[src/shared/msc_defs.svh]
/*
 Constants for the memory size configuration register bank: addresses,
 field positions, reset values and capacity codes.
 Assumes inclusion by bare name from the design files.
*/
`ifndef MSC_DEFS_SVH
`define MSC_DEFS_SVH

`define MSC_ADDR_MEM_CFG     16'hFFF0
`define MSC_ADDR_EXT_CFG     16'hFFF4
`define MSC_RST_MEM_CFG      8'hCF
`define MSC_RST_EXT_CFG      8'h0C

`define MSC_HS_MSB           7
`define MSC_HS_LSB           5
`define MSC_ZERO_BIT         4
`define MSC_PM_MSB           3
`define MSC_PM_LSB           0
`define MSC_EXT_MSB          4
`define MSC_EXT_LSB          0

`define MSC_HS_1K            3'h6
`define MSC_PM_32K           4'h8
`define MSC_PM_48K           4'hC
`define MSC_PM_60K           4'hF
`define MSC_EXT_1K           5'h0A
`define MSC_EXT_2K           5'h08

`endif

[src/shared/msc_pkg.sv]
/*
 Types for the memory size configuration register bank.
 Assumes msc_defs.svh is compiled alongside.
*/
package msc_pkg;

    typedef enum logic [3:0] {
        MSC_PM_NONE = 4'h1,
        MSC_PM_32K  = 4'h2,
        MSC_PM_48K  = 4'h4,
        MSC_PM_60K  = 4'h8
    } msc_pm_e;

    typedef struct packed {
        logic [7:0] memCfg;
        logic [7:0] extCfg;
    } msc_state_s;

endpackage

[src/core/msc_byte_reg.sv]
/*
 One 8-bit software register with a write mask for bits that read as zero.
 Assumes writes arrive as whole bytes on the system clock.
*/
`timescale 1ns/1ps
`include "msc_defs.svh"

module msc_byte_reg #(
    parameter logic [15:0] ADDR     = 16'h0000,
    parameter logic [7:0]  RST_VAL  = 8'h00,
    parameter logic [7:0]  KEEP_MSK = 8'hFF
) (
    input  wire logic        mclk,
    input  wire logic        nrst,
    input  wire logic        wrEn,
    input  wire logic [15:0] addr,
    input  wire logic [7:0]  wrData,
    output logic      [7:0]  value_r
);
    logic [7:0] value_nxt;

    always_comb begin
        value_nxt = value_r;
        if (wrEn && addr == ADDR) begin
            value_nxt = wrData & KEEP_MSK;
        end
    end

    always_ff @(posedge mclk or negedge nrst) begin
        if (!nrst) begin
            value_r <= RST_VAL;
        end else begin
            value_r <= value_nxt;
        end
    end
endmodule

[src/core/memory_size_config_regs.sv]
/*
 Memory size configuration register bank: the memory size register and the
 expansion RAM size register, with decoded capacity selections.
 Assumes a CPU-side byte port on mclk: one write strobe, one read strobe,
 16-bit address; read data returns one cycle after the read strobe.
*/
`timescale 1ns/1ps
`include "msc_defs.svh"

module memory_size_config_regs (
    input  wire logic                 mclk,
    input  wire logic                 nrst,
    input  wire logic                 wrEn,
    input  wire logic                 rdEn,
    input  wire logic [15:0]          addr,
    input  wire logic [7:0]           wrData,
    output logic      [7:0]           rdData,
    output logic                      rdHit,
    output logic                      hsMem1k,
    output msc_pkg::msc_pm_e          progMemSel,
    output logic                      extMem1k,
    output logic                      extMem2k,
    output logic      [7:0]           memCfgOut,
    output logic      [7:0]           extCfgOut
);
    localparam logic [7:0] MEM_KEEP = ~(8'h01 << `MSC_ZERO_BIT);
    localparam logic [7:0] EXT_KEEP = 8'h1F;

    typedef struct packed {
        logic [7:0]       rdData;
        logic             rdHit;
        logic             hsMem1k;
        msc_pkg::msc_pm_e progMemSel;
        logic             extMem1k;
        logic             extMem2k;
    } msc_out_s;

    msc_out_s st_r;
    msc_out_s st_nxt;
    logic [7:0] memCfg_r;
    logic [7:0] extCfg_r;

    // Memory size register, bit 4 forced to zero
    msc_byte_reg #(
        .ADDR     (`MSC_ADDR_MEM_CFG),
        .RST_VAL  (`MSC_RST_MEM_CFG),
        .KEEP_MSK (MEM_KEEP)
    ) uMemCfg (
        .mclk    (mclk),
        .nrst    (nrst),
        .wrEn    (wrEn),
        .addr    (addr),
        .wrData  (wrData),
        .value_r (memCfg_r)
    );

    // Expansion register, whole-byte writes only, top bits zero
    msc_byte_reg #(
        .ADDR     (`MSC_ADDR_EXT_CFG),
        .RST_VAL  (`MSC_RST_EXT_CFG),
        .KEEP_MSK (EXT_KEEP)
    ) uExtCfg (
        .mclk    (mclk),
        .nrst    (nrst),
        .wrEn    (wrEn),
        .addr    (addr),
        .wrData  (wrData),
        .value_r (extCfg_r)
    );

    always_comb begin
        st_nxt = st_r;
        st_nxt.rdHit = 1'b0;
        st_nxt.rdData = 8'h00;
        if (rdEn && addr == `MSC_ADDR_MEM_CFG) begin
            st_nxt.rdData = memCfg_r;
            st_nxt.rdHit = 1'b1;
        end else if (rdEn && addr == `MSC_ADDR_EXT_CFG) begin
            st_nxt.rdData = extCfg_r;
            st_nxt.rdHit = 1'b1;
        end
        // Decode from current contents
        st_nxt.hsMem1k = (memCfg_r[`MSC_HS_MSB:`MSC_HS_LSB]
                          == `MSC_HS_1K);
        case (memCfg_r[`MSC_PM_MSB:`MSC_PM_LSB])
            `MSC_PM_32K: begin
                st_nxt.progMemSel = msc_pkg::MSC_PM_32K;
            end
            `MSC_PM_48K: begin
                st_nxt.progMemSel = msc_pkg::MSC_PM_48K;
            end
            `MSC_PM_60K: begin
                st_nxt.progMemSel = msc_pkg::MSC_PM_60K;
            end
            default: begin
                st_nxt.progMemSel = msc_pkg::MSC_PM_NONE;
            end
        endcase
        st_nxt.extMem1k = (extCfg_r[`MSC_EXT_MSB:`MSC_EXT_LSB]
                           == `MSC_EXT_1K);
        st_nxt.extMem2k = (extCfg_r[`MSC_EXT_MSB:`MSC_EXT_LSB]
                           == `MSC_EXT_2K);
    end

    always_ff @(posedge mclk or negedge nrst) begin
        if (!nrst) begin
            st_r.rdData     <= 8'h00;
            st_r.rdHit      <= 1'b0;
            st_r.hsMem1k    <= 1'b1;
            st_r.progMemSel <= msc_pkg::MSC_PM_60K;
            st_r.extMem1k   <= 1'b0;
            st_r.extMem2k   <= 1'b0;
        end else begin
            st_r <= st_nxt;
        end
    end

    assign rdData     = st_r.rdData;
    assign rdHit      = st_r.rdHit;
    assign hsMem1k    = st_r.hsMem1k;
    assign progMemSel = st_r.progMemSel;
    assign extMem1k   = st_r.extMem1k;
    assign extMem2k   = st_r.extMem2k;
    assign memCfgOut  = memCfg_r;
    assign extCfgOut  = extCfg_r;
endmodule

[config.mk]
export PLATFORM = sky130hd
export DESIGN_NAME = memory_size_config_regs
export DESIGN_NICKNAME = d
export VERILOG_FILES = /design/src/shared/msc_pkg.sv /design/src/core/msc_byte_reg.sv /design/src/core/memory_size_config_regs.sv
export VERILOG_INCLUDE_DIRS = /design/src /design/src/shared
export SDC_FILE = /design/constraint.sdc
export NUM_CORES = 1
export LEC_CHECK = 0
export CORE_MARGIN = 2
export CORE_UTILIZATION = 47
export DETAILED_ROUTE_END_ITERATION = 16
export DONT_BUFFER_PORTS = 1
export PLACE_DENSITY = 0.63
export RECOVER_POWER = 50
export SLEW_MARGIN = 20
export SYNTH_ARGS = -nofsm -noshare
export SYNTH_HDL_FRONTEND = slang
export SYNTH_HIERARCHICAL = 1
export SYNTH_SLANG_ARGS = --single-unit
[constraint.sdc]
create_clock -name mclk -period 1 [get_ports mclk]
set_input_delay 0.05 -clock mclk [delete_from_list [all_inputs] [get_ports mclk]]
set_output_delay 0.05 -clock mclk [all_outputs]
set_load 0.05 [all_outputs]
Word-level counts from Yosys, hierarchy flattened
Index checks and enable logic that the tools add are counted.
{"block": "word_totals", "register_bits": 28, "output_inout_bits": 32, "elab_cells": 23}
{"block": "classes", "mux": 3, "eq_ne": 8, "n_reduce_logical": 4}
{"operator": "$eq 16x16->1 const B", "n": 2}
{"operator": "$eq 4x4->1 const B", "n": 3}
{"operator": "$pmux 4 s3", "n": 1}
{"operator": "$eq 5x4->1 const B", "n": 2}
{"operator": "$mux 9", "n": 1}
{"operator": "$mux 6", "n": 1}
{"operator": "$logic_and 1x1->1", "n": 4}
{"operator": "$eq 3x3->1 const B", "n": 1}

Depth between registers and ports, before layout
Gate-level depths: netlist of run 1.
{"block": "depth", "depth_word": 4, "ltp_mapped": 4, "depth_no_buf": 4}

Modules after synthesis
Netlist of run 1, hierarchy kept.
{"mod": "memory_size_config_regs", "n_inst": 1, "area_each_um2": 656.9, "seq_area_each_um2": 402.9, "cells_per_inst": 52}
{"mod": "msc_byte_reg at uMemCfg", "n_inst": 1, "area_each_um2": 321.6, "seq_area_each_um2": 182.7, "cells_per_inst": 23}
{"mod": "msc_byte_reg at uExtCfg", "n_inst": 1, "area_each_um2": 256.5, "seq_area_each_um2": 127.6, "cells_per_inst": 21}

Worst setup path before layout of run 1
No wires, ideal clock.
{"block": "synth_path", "path_kind": "input-to-reg", "start": "input addr[1]", "end": "register rdData[0] (netlist name)", "path_stages": 4, "required_time_ns": 0.929, "path_buffers": 1, "setup_slack_ns": -0.269, "arrival_ns": 1.198, "setup_ns": 0.071, "path_cell_list": "or4b_1 or4_1 buf_6 nor2_2"}
{"element": "start, declared", "line_no": "memory_size_config_regs.sv:15", "rtl": "input wire logic [15:0] addr,"}

Final worst setup path of run 1
{"block": "layout_path", "start": "register uMemCfg.value_r[0]", "end": "output memCfgOut[0]"}
{"element": "start, declared", "line_no": "msc_byte_reg.sv:18", "rtl": "output logic [7:0] value_r"}
{"element": "start signal, assigned", "line_no": "msc_byte_reg.sv:33", "rtl": "value_r <= value_nxt;"}
{"element": "end, declared", "line_no": "memory_size_config_regs.sv:23", "rtl": "output logic [7:0] memCfgOut,"}
No word-level cell between the ends.

==> qor.csv, run 1 <==
stage,metric,value,unit
floorplanning,Placeable Area,2480,µm²
min_path,hold_sp,addr[3],
clocking,clock latency on the worst-skew pair,0.33,ns
clocking,CTS Buffer Depth,2,
floorplanning,total die area,3050,µm²
synthesis,post-synthesis cell area,1230,µm²
critical_path,Worst Path Arrival,1.21,ns
floorplanning,Initial Util,49.8,%
critical_path,CP cell instances,buf_6 > buf_12,
placement,HPWL after DPL,1.82,mm
clocking,TritonCTS buffer count,3,
sta,RSZ-0062 raised after global routing,yes,
placement,dpl cell area,1420,µm²
sta,hold_ws,0.0562,ns
floorplanning,die width,55.3,µm
global_route,GRT Total Usage,19.6,%
sta,actual slew at the worst max-slew pin,0.689,ns
synthesis,Synth Area in XOR/XNOR,0,%
global_route,initial antenna violation count,0,
detailed_routing,vias per cell,5.40,
synthesis,"EDFF count, synth",0,
clocking,clk sinks,28,
sta,Setup TNS Final,-2.03,ns
run_status,outcome,"complete, but fails checks",
clocking,H-Tree Depth,1,
detailed_routing,# DRC,0,
critical_path,largest stage delay on the critical path,0.65,ns
layout,share of cells above drive strength 1,67.6,%
placement,global placement routability congestion,0.716,
clocking,Clock Root Buffer,clkbuf_4,
critical_path,slowest stage cell on the critical path,dfstp_4,
synthesis,Adder-Cell Fraction of Synth Area,0,%
sta,Slew Limit Fails,0,
synthesis,Synth cell types,25,
synthesis,largest family of logic cells by synthesized area,simple AND/OR/NAND/NOR gates,
floorplanning,Die Ht,55.3,µm
synthesis,"Primary FF master, synth",dfrtp_1,
power_and_ir_drop,Peak VDD IR,0.808,mV
detailed_routing,Vias,912,
sta,setup violators final,20,
placement,Port Buf Inserts,0,
run_status,violated checks,setup timing,
sta,final setup margin,-0.258,ns
synthesis,Syn Inst Count,96,
global_route,first-pass GRT wire length,4.69,mm
layout,Synth-to-Final Area Change,47.9,%
sta,Final Skew,0.00645,ns
layout,final core occ,73.7,%
job,maximum capacitance violations,0,
critical_path,CP Max Fanout,2,
critical_path,CP required,0.95,ns
floorplanning,standard-cell rows,18,
detailed_routing,initial DRC count,12,
global_route,vias in the first global route,981,
synthesis,multiplexer share of the synthesized area,17.4,%
sta,Final Hold Fails,0,
sta,period utilization,126,%
placement,Placed Cells,139,
sta,final period demand of the worst path,1.26,ns
synthesis,post-synthesis sequential area ratio,57.8,%
global_route,grt ovf,0,
placement,DP Worst Slack,-0.337,ns
layout,# nets final,168,
synthesis,Post-Synth Simple-Gate Area,19.9,%
power_and_ir_drop,Power Density,959,nW/µm²
layout,Ant. Diodes,0,
detailed_routing,router iterations before antenna repair,4,
synthesis,fraction of registers with async set/reset,100,%
detailed_routing,Antenna Nets Post-Route,0,
power_and_ir_drop,Leak Pwr,0.780,nW
critical_path,worst r2r src,uExtCfg/value_r[3]$_DFFE_PN1P_,
synthesis,Avg Inst Size Synth,12.9,µm²
layout,Fillers,189,
min_path,Worst Hold Class,primary input to flip-flop,
critical_path,Worst Setup End Kind,output pin,
synthesis,Yosys warning count,6,
layout,Multi-input gate area,544,µm²
detailed_routing,WL per Instance,17.9,µm
floorplanning,Top Ports,60,
critical_path,startpoint class of the critical path,flip-flop,
layout,Final Non-Filler Cells,169,
layout,final instance area,1830,µm²
sta,Slew HR,54.1,%
synthesis,complex-gate fraction of the synthesized area,0.405,%
detailed_routing,Post-Route WL,3.03,mm
sta,achievable clock frequency,795,MHz
clocking,CTS tree,built,
clocking,clock slew at reported path FFs,0.15,ns
critical_path,Crit Path Class,flip-flop to output pin,
power_and_ir_drop,Power Total,1.75,mW
layout,register area,744,µm²
critical_path,Setup crit start,uMemCfg/value_r[0]$_DFFE_PN1P_,
synthesis,Synth Register Bits,28,
global_route,largest net degree at the start of global routing,29,
## registers in the layout, summed over array words and instances, names as in the netlist
name and count:
extMem1k 1, uMemCfg/value_r 7, rdData 8, extMem2k 1, uExtCfg/value_r 5, hsMem1k 1
rdHit 1, progMemSel 4
## path summary, 6_finish.rpt
check | endpoint | slack, ns | cells after the start
min in group asynchronous | rdData[0]$_DFF_PN0_ | 0.28 | 2
worst max-delay path | memCfgOut[0] | -0.26 | 2
max in group asynchronous | rdData[2]$_DFF_PN0_ | 0.24 | 2
worst max register to register | extMem1k$_DFF_PN0_ | -0.15 | 4
worst min register to register | extMem1k$_DFF_PN0_ | 0.60 | 2
worst min-delay path | uExtCfg/value_r[2]$_DFFE_PN1P_ | 0.06 | 3
## kinds of logic after synthesis
logic type / after synthesis
mux: 20
flops: 28
other cells: 2
compound gates: 1
simple gates: 38
buf+inv: 7
## repair_timing
item                                    in CTS  in global routing
resized for setup                           31                 19
endpoints found under the setup margin      27                 31
hold buffers                                11                  0
endpoints found under the hold margin       48                  0
cloned                                       0                  1
pin swaps                                    0                  5
buffers inserted                            13                  3
## power by group
group	switching, mW	internal, mW
sequential	0.000351	1.13
combinational	0.0842	0.0483
clock	0.329	0.157
## worst max-delay path: cells and delay by family, from the launching register on
kind     cells  cell delay (ns)
buf+inv      2             0.22
flops        1             0.65
## cells in the final DEF (no fill, tap or decap), drive strengths merged
cell and count:
buf 32, dfrtp 18, mux2 12, dfstp 10, dlygate4sd3 9, nor2 9, nand4 8, mux2i 8
nand2 7, clkbuf 5, conb 4, nor3 3, nor4 3, nor4b 2, or4b 1, or4 1
inv 1, nand3 1, o21ai 1, nand2b 1, and3b 1, dlymetal6s4s 1, nand4b 1
## routing by layer
layer / up-vias / global-route usage (%) / share of wire [%]
li1: 422 / - / -
met1: 450 / 26.4 / 44
met2: 35 / 30.6 / 49
met3: 5 / 4.22 / 5.7
met4: 0 / 8.01 / 1.4
met5: - / 0 / 0
## synth_stat cells, drive strengths merged (2+ instances only)
library cell,n,area [µm²]
buf,5,41.3
conb,2,7.51
dfrtp,18,450
dfstp,10,263
mux2,12,135
mux2i,8,80.1
nand2,7,31.3
nand4,8,50.1
nor2,9,53.8
nor3,3,15.0
nor4,3,31.3
nor4b,2,17.5
## final cells by class
class	instances	area share, %
flip-flops and latches	28	40.8
multi-input cells	63	29.8
repair buffers	43	25.8
well taps	30	2.05
clock buffers	4	1.44
inverters	1	0.205
No activity file was read; power rests on OpenSTA's default activity.
==> inputs of run 2 (changes only) <==
- SKIP_CTS_REPAIR_TIMING: not set -> 1
==> run 2 against run 1 <==
Net effect: global-route usage decreased by 3.4 points; hold slack better by 0.0084 ns; largest cell class unchanged; non-clock buffer count fell by 3; the flow still finishes with violations (setup timing); final cell count decreased by 1.8%; sequential power is essentially flat; maximum frequency fell by 1.6%; clock power fell by 2%; critical path depth stayed put.
==> qor.csv, run 2 (synthesis results as in run 1) <==
stage,metric,value,unit,change
detailed_routing,initial DRC count,9,,-3
sta,final setup margin,-0.278,ns,-0.0204 ns
layout,register area,744,µm²,unchanged
min_path,hold_sp,addr[3],,
power_and_ir_drop,Power Total,1.74,mW,-0.80%
critical_path,RR Endpoint,progMemSel[0]$_DFF_PN0_,,
critical_path,CP Max Fanout,5,,+3
layout,Fillers,196,,+3.7%
layout,# nets final,165,,-1.8%
sta,Slew Limit Fails,0,,unchanged
sta,final period demand of the worst path,1.28,ns,+0.0204 ns
clocking,CTS tree,built,,
critical_path,Worst Path Arrival,1.23,ns,+0.02 ns
layout,share of cells above drive strength 1,66.2,%,-1.4 points
detailed_routing,router iterations before antenna repair,4,,unchanged
sta,actual slew at the worst max-slew pin,0.667,ns,-0.0220 ns
layout,Biggest register,rdData,,
layout,max FFs per register,8,,unchanged
power_and_ir_drop,Peak VDD IR,0.621,mV,-23%
placement,DP Worst Slack,-0.337,ns,unchanged
floorplanning,standard-cell rows,18,,unchanged
clocking,clk sinks,28,,unchanged
job,maximum capacitance violations,0,,unchanged
layout,Ant. Diodes,0,,unchanged
floorplanning,Initial Util,49.8,%,unchanged
sta,setup violators final,20,,unchanged
sta,hold_ws,0.0646,ns,+0.00840 ns
placement,global placement routability congestion,0.716,,unchanged
clocking,CTS Buffer Depth,2,,unchanged
clocking,clock latency on the worst-skew pair,0.32,ns,about the same
critical_path,FF-to-FF setup slack,-0.10,ns,+0.05 ns
min_path,Worst Hold End,uExtCfg/value_r[2]$_DFFE_PN1P_,,
detailed_routing,# DRC,0,,unchanged
clocking,TritonCTS buffer count,3,,unchanged
global_route,GRT Total Usage,16.2,%,-3.4 points
critical_path,worst r2r src,uMemCfg/value_r[1]$_DFFE_PN1P_,,
floorplanning,total die area,3050,µm²,unchanged
run_status,outcome,"complete, but fails checks",,
floorplanning,Top Ports,60,,unchanged
sta,Final Hold Fails,0,,unchanged
floorplanning,Die Ht,55.3,µm,unchanged
critical_path,Worst Setup End Kind,output pin,,
detailed_routing,Antenna Nets Post-Route,0,,unchanged
critical_path,cells on worst reg2reg path,4,,unchanged
power_and_ir_drop,Power Density,985,nW/µm²,+2.7%
detailed_routing,vias per cell,5.27,,-2.3%
global_route,first-pass GRT wire length,3.87,mm,-17%
detailed_routing,Post-Route WL,2.76,mm,-9.1%
sta,Slew HR,55.6,%,+1.5 points
floorplanning,die width,55.3,µm,unchanged
clocking,H-Tree Depth,1,,unchanged
layout,"most common cell after layout, fill and taps aside",dfrtp_2,,
clocking,Clock Root Buffer,clkbuf_4,,
placement,HPWL after DPL,1.82,mm,unchanged
run_status,violated checks,setup timing,,
sta,Final Skew,0.00838,ns,+0.00192 ns
placement,Port Buf Inserts,0,,unchanged
sta,achievable clock frequency,782,MHz,-1.6%
detailed_routing,Vias,875,,-4.1%
sta,period utilization,128,%,+2.0 points
detailed_routing,WL per Instance,16.6,µm,-7.5%
layout,Synth-to-Final Area Change,42.9,%,
global_route,vias in the first global route,829,,-15%
floorplanning,Placeable Area,2480,µm²,unchanged
clocking,clock slew at reported path FFs,0.15,ns,about the same
global_route,grt ovf,0,,unchanged
critical_path,Crit Path Class,flip-flop to output pin,,
layout,Multi-input gate area,514,µm²,-5.5%
critical_path,CP required,0.95,ns,about the same
sta,RSZ-0062 raised after global routing,yes,,
global_route,largest net degree at the start of global routing,29,,unchanged
min_path,Hold Path Depth,3,,unchanged
layout,most frequent cells in the layout,"16 x dfrtp_2, 12 x buf_6, 12 x mux2_2",,
global_route,initial antenna violation count,0,,unchanged
layout,Largest regs,"rdData x8, uMemCfg/value_r x7, uExtCfg/value_r x5",,
power_and_ir_drop,Leak Pwr,0.753,nW,-3.5%
min_path,Worst Hold Class,primary input to flip-flop,,
critical_path,startpoint class of the critical path,flip-flop,,
==> run 2: changes by cell type in the layout (fill, tap and decap cells not counted), sizes merged <==
cell | before | now
dlymetal6s4s | 1 | 0
dlygate4sd3 | 9 | 10
buf | 32 | 29
==> run 2: worst max-delay path by stage <==
| stage | start | end | slack [ns] | cells after the start |
|---|---|---|---|---|
| 3_5_place_dp | addr[1] | rdData[4]$_DFF_PN0_ | -0.34 | 4 |
| 6_report | uMemCfg/value_r[0]$_DFFE_PN1P_ | memCfgOut[0] | -0.28 | 2 |
| 2_1_floorplan | addr[1] | rdData[0]$_DFF_PN0_ | -0.27 | 4 |
| 4_1_cts | uMemCfg/value_r[0]$_DFFE_PN1P_ | memCfgOut[0] | -0.34 | 2 |
| 5_1_grt | uMemCfg/value_r[0]$_DFFE_PN1P_ | memCfgOut[0] | -0.33 | 2 |
| 3_3_place_gp | addr[1] | rdData[1]$_DFF_PN0_ | -0.32 | 4 |
==> run 2: power breakdown <==
group | switching (mW) | internal (mW) | leakage, nW
Sequential | 0.000418 | 1.13 | 0.327
Clock | 0.319 | 0.156 | 0.0150
Combinational | 0.0819 | 0.0463 | 0.411
Total | 0.402 | 1.34 | 0.753
==> run 2: area by class of cell <==
class,instances,area share (%)
well taps,30,2.13
flip-flops and latches,28,42.2
multi-input cells,63,29.1
inverters,1,0.213
repair buffers,40,24.8
clock buffers,4,1.49
==> run 2: critical path, stage by stage (launching register included) <==
cell and delay, ns:
dfstp_4 0.67, buf_6 0.11, buf_12 0.12
==> run 2: through the flow <==
| step | setup TNS [ns] | cells | utilization (%) | instance area [µm²] |
|---|---|---|---|---|
| 2_1_floorplan | -2.58 | 98 | - | 1270 |
| 3_3_place_gp | -3.17 | 139 | 57.1 | 1420 |
| 3_5_place_dp | -3.37 | 139 | 57.1 | 1420 |
| 4_1_cts | -2.42 | 143 | 58.2 | 1440 |
| 5_1_grt | -2.73 | 166 | 71.2 | 1760 |
| 6_report | -1.79 | 166 | 71.2 | 1760 |
==> run 2: metal layers <==
layer | global-route usage (%) | up-vias | part of all wire, %
met4 | 6.27 | 0 | 0.54
met1 | 21.7 | 421 | 46
met5 | 0 | - | 0
li1 | - | 420 | -
met2 | 25.2 | 32 | 48
met3 | 4.22 | 2 | 5.8
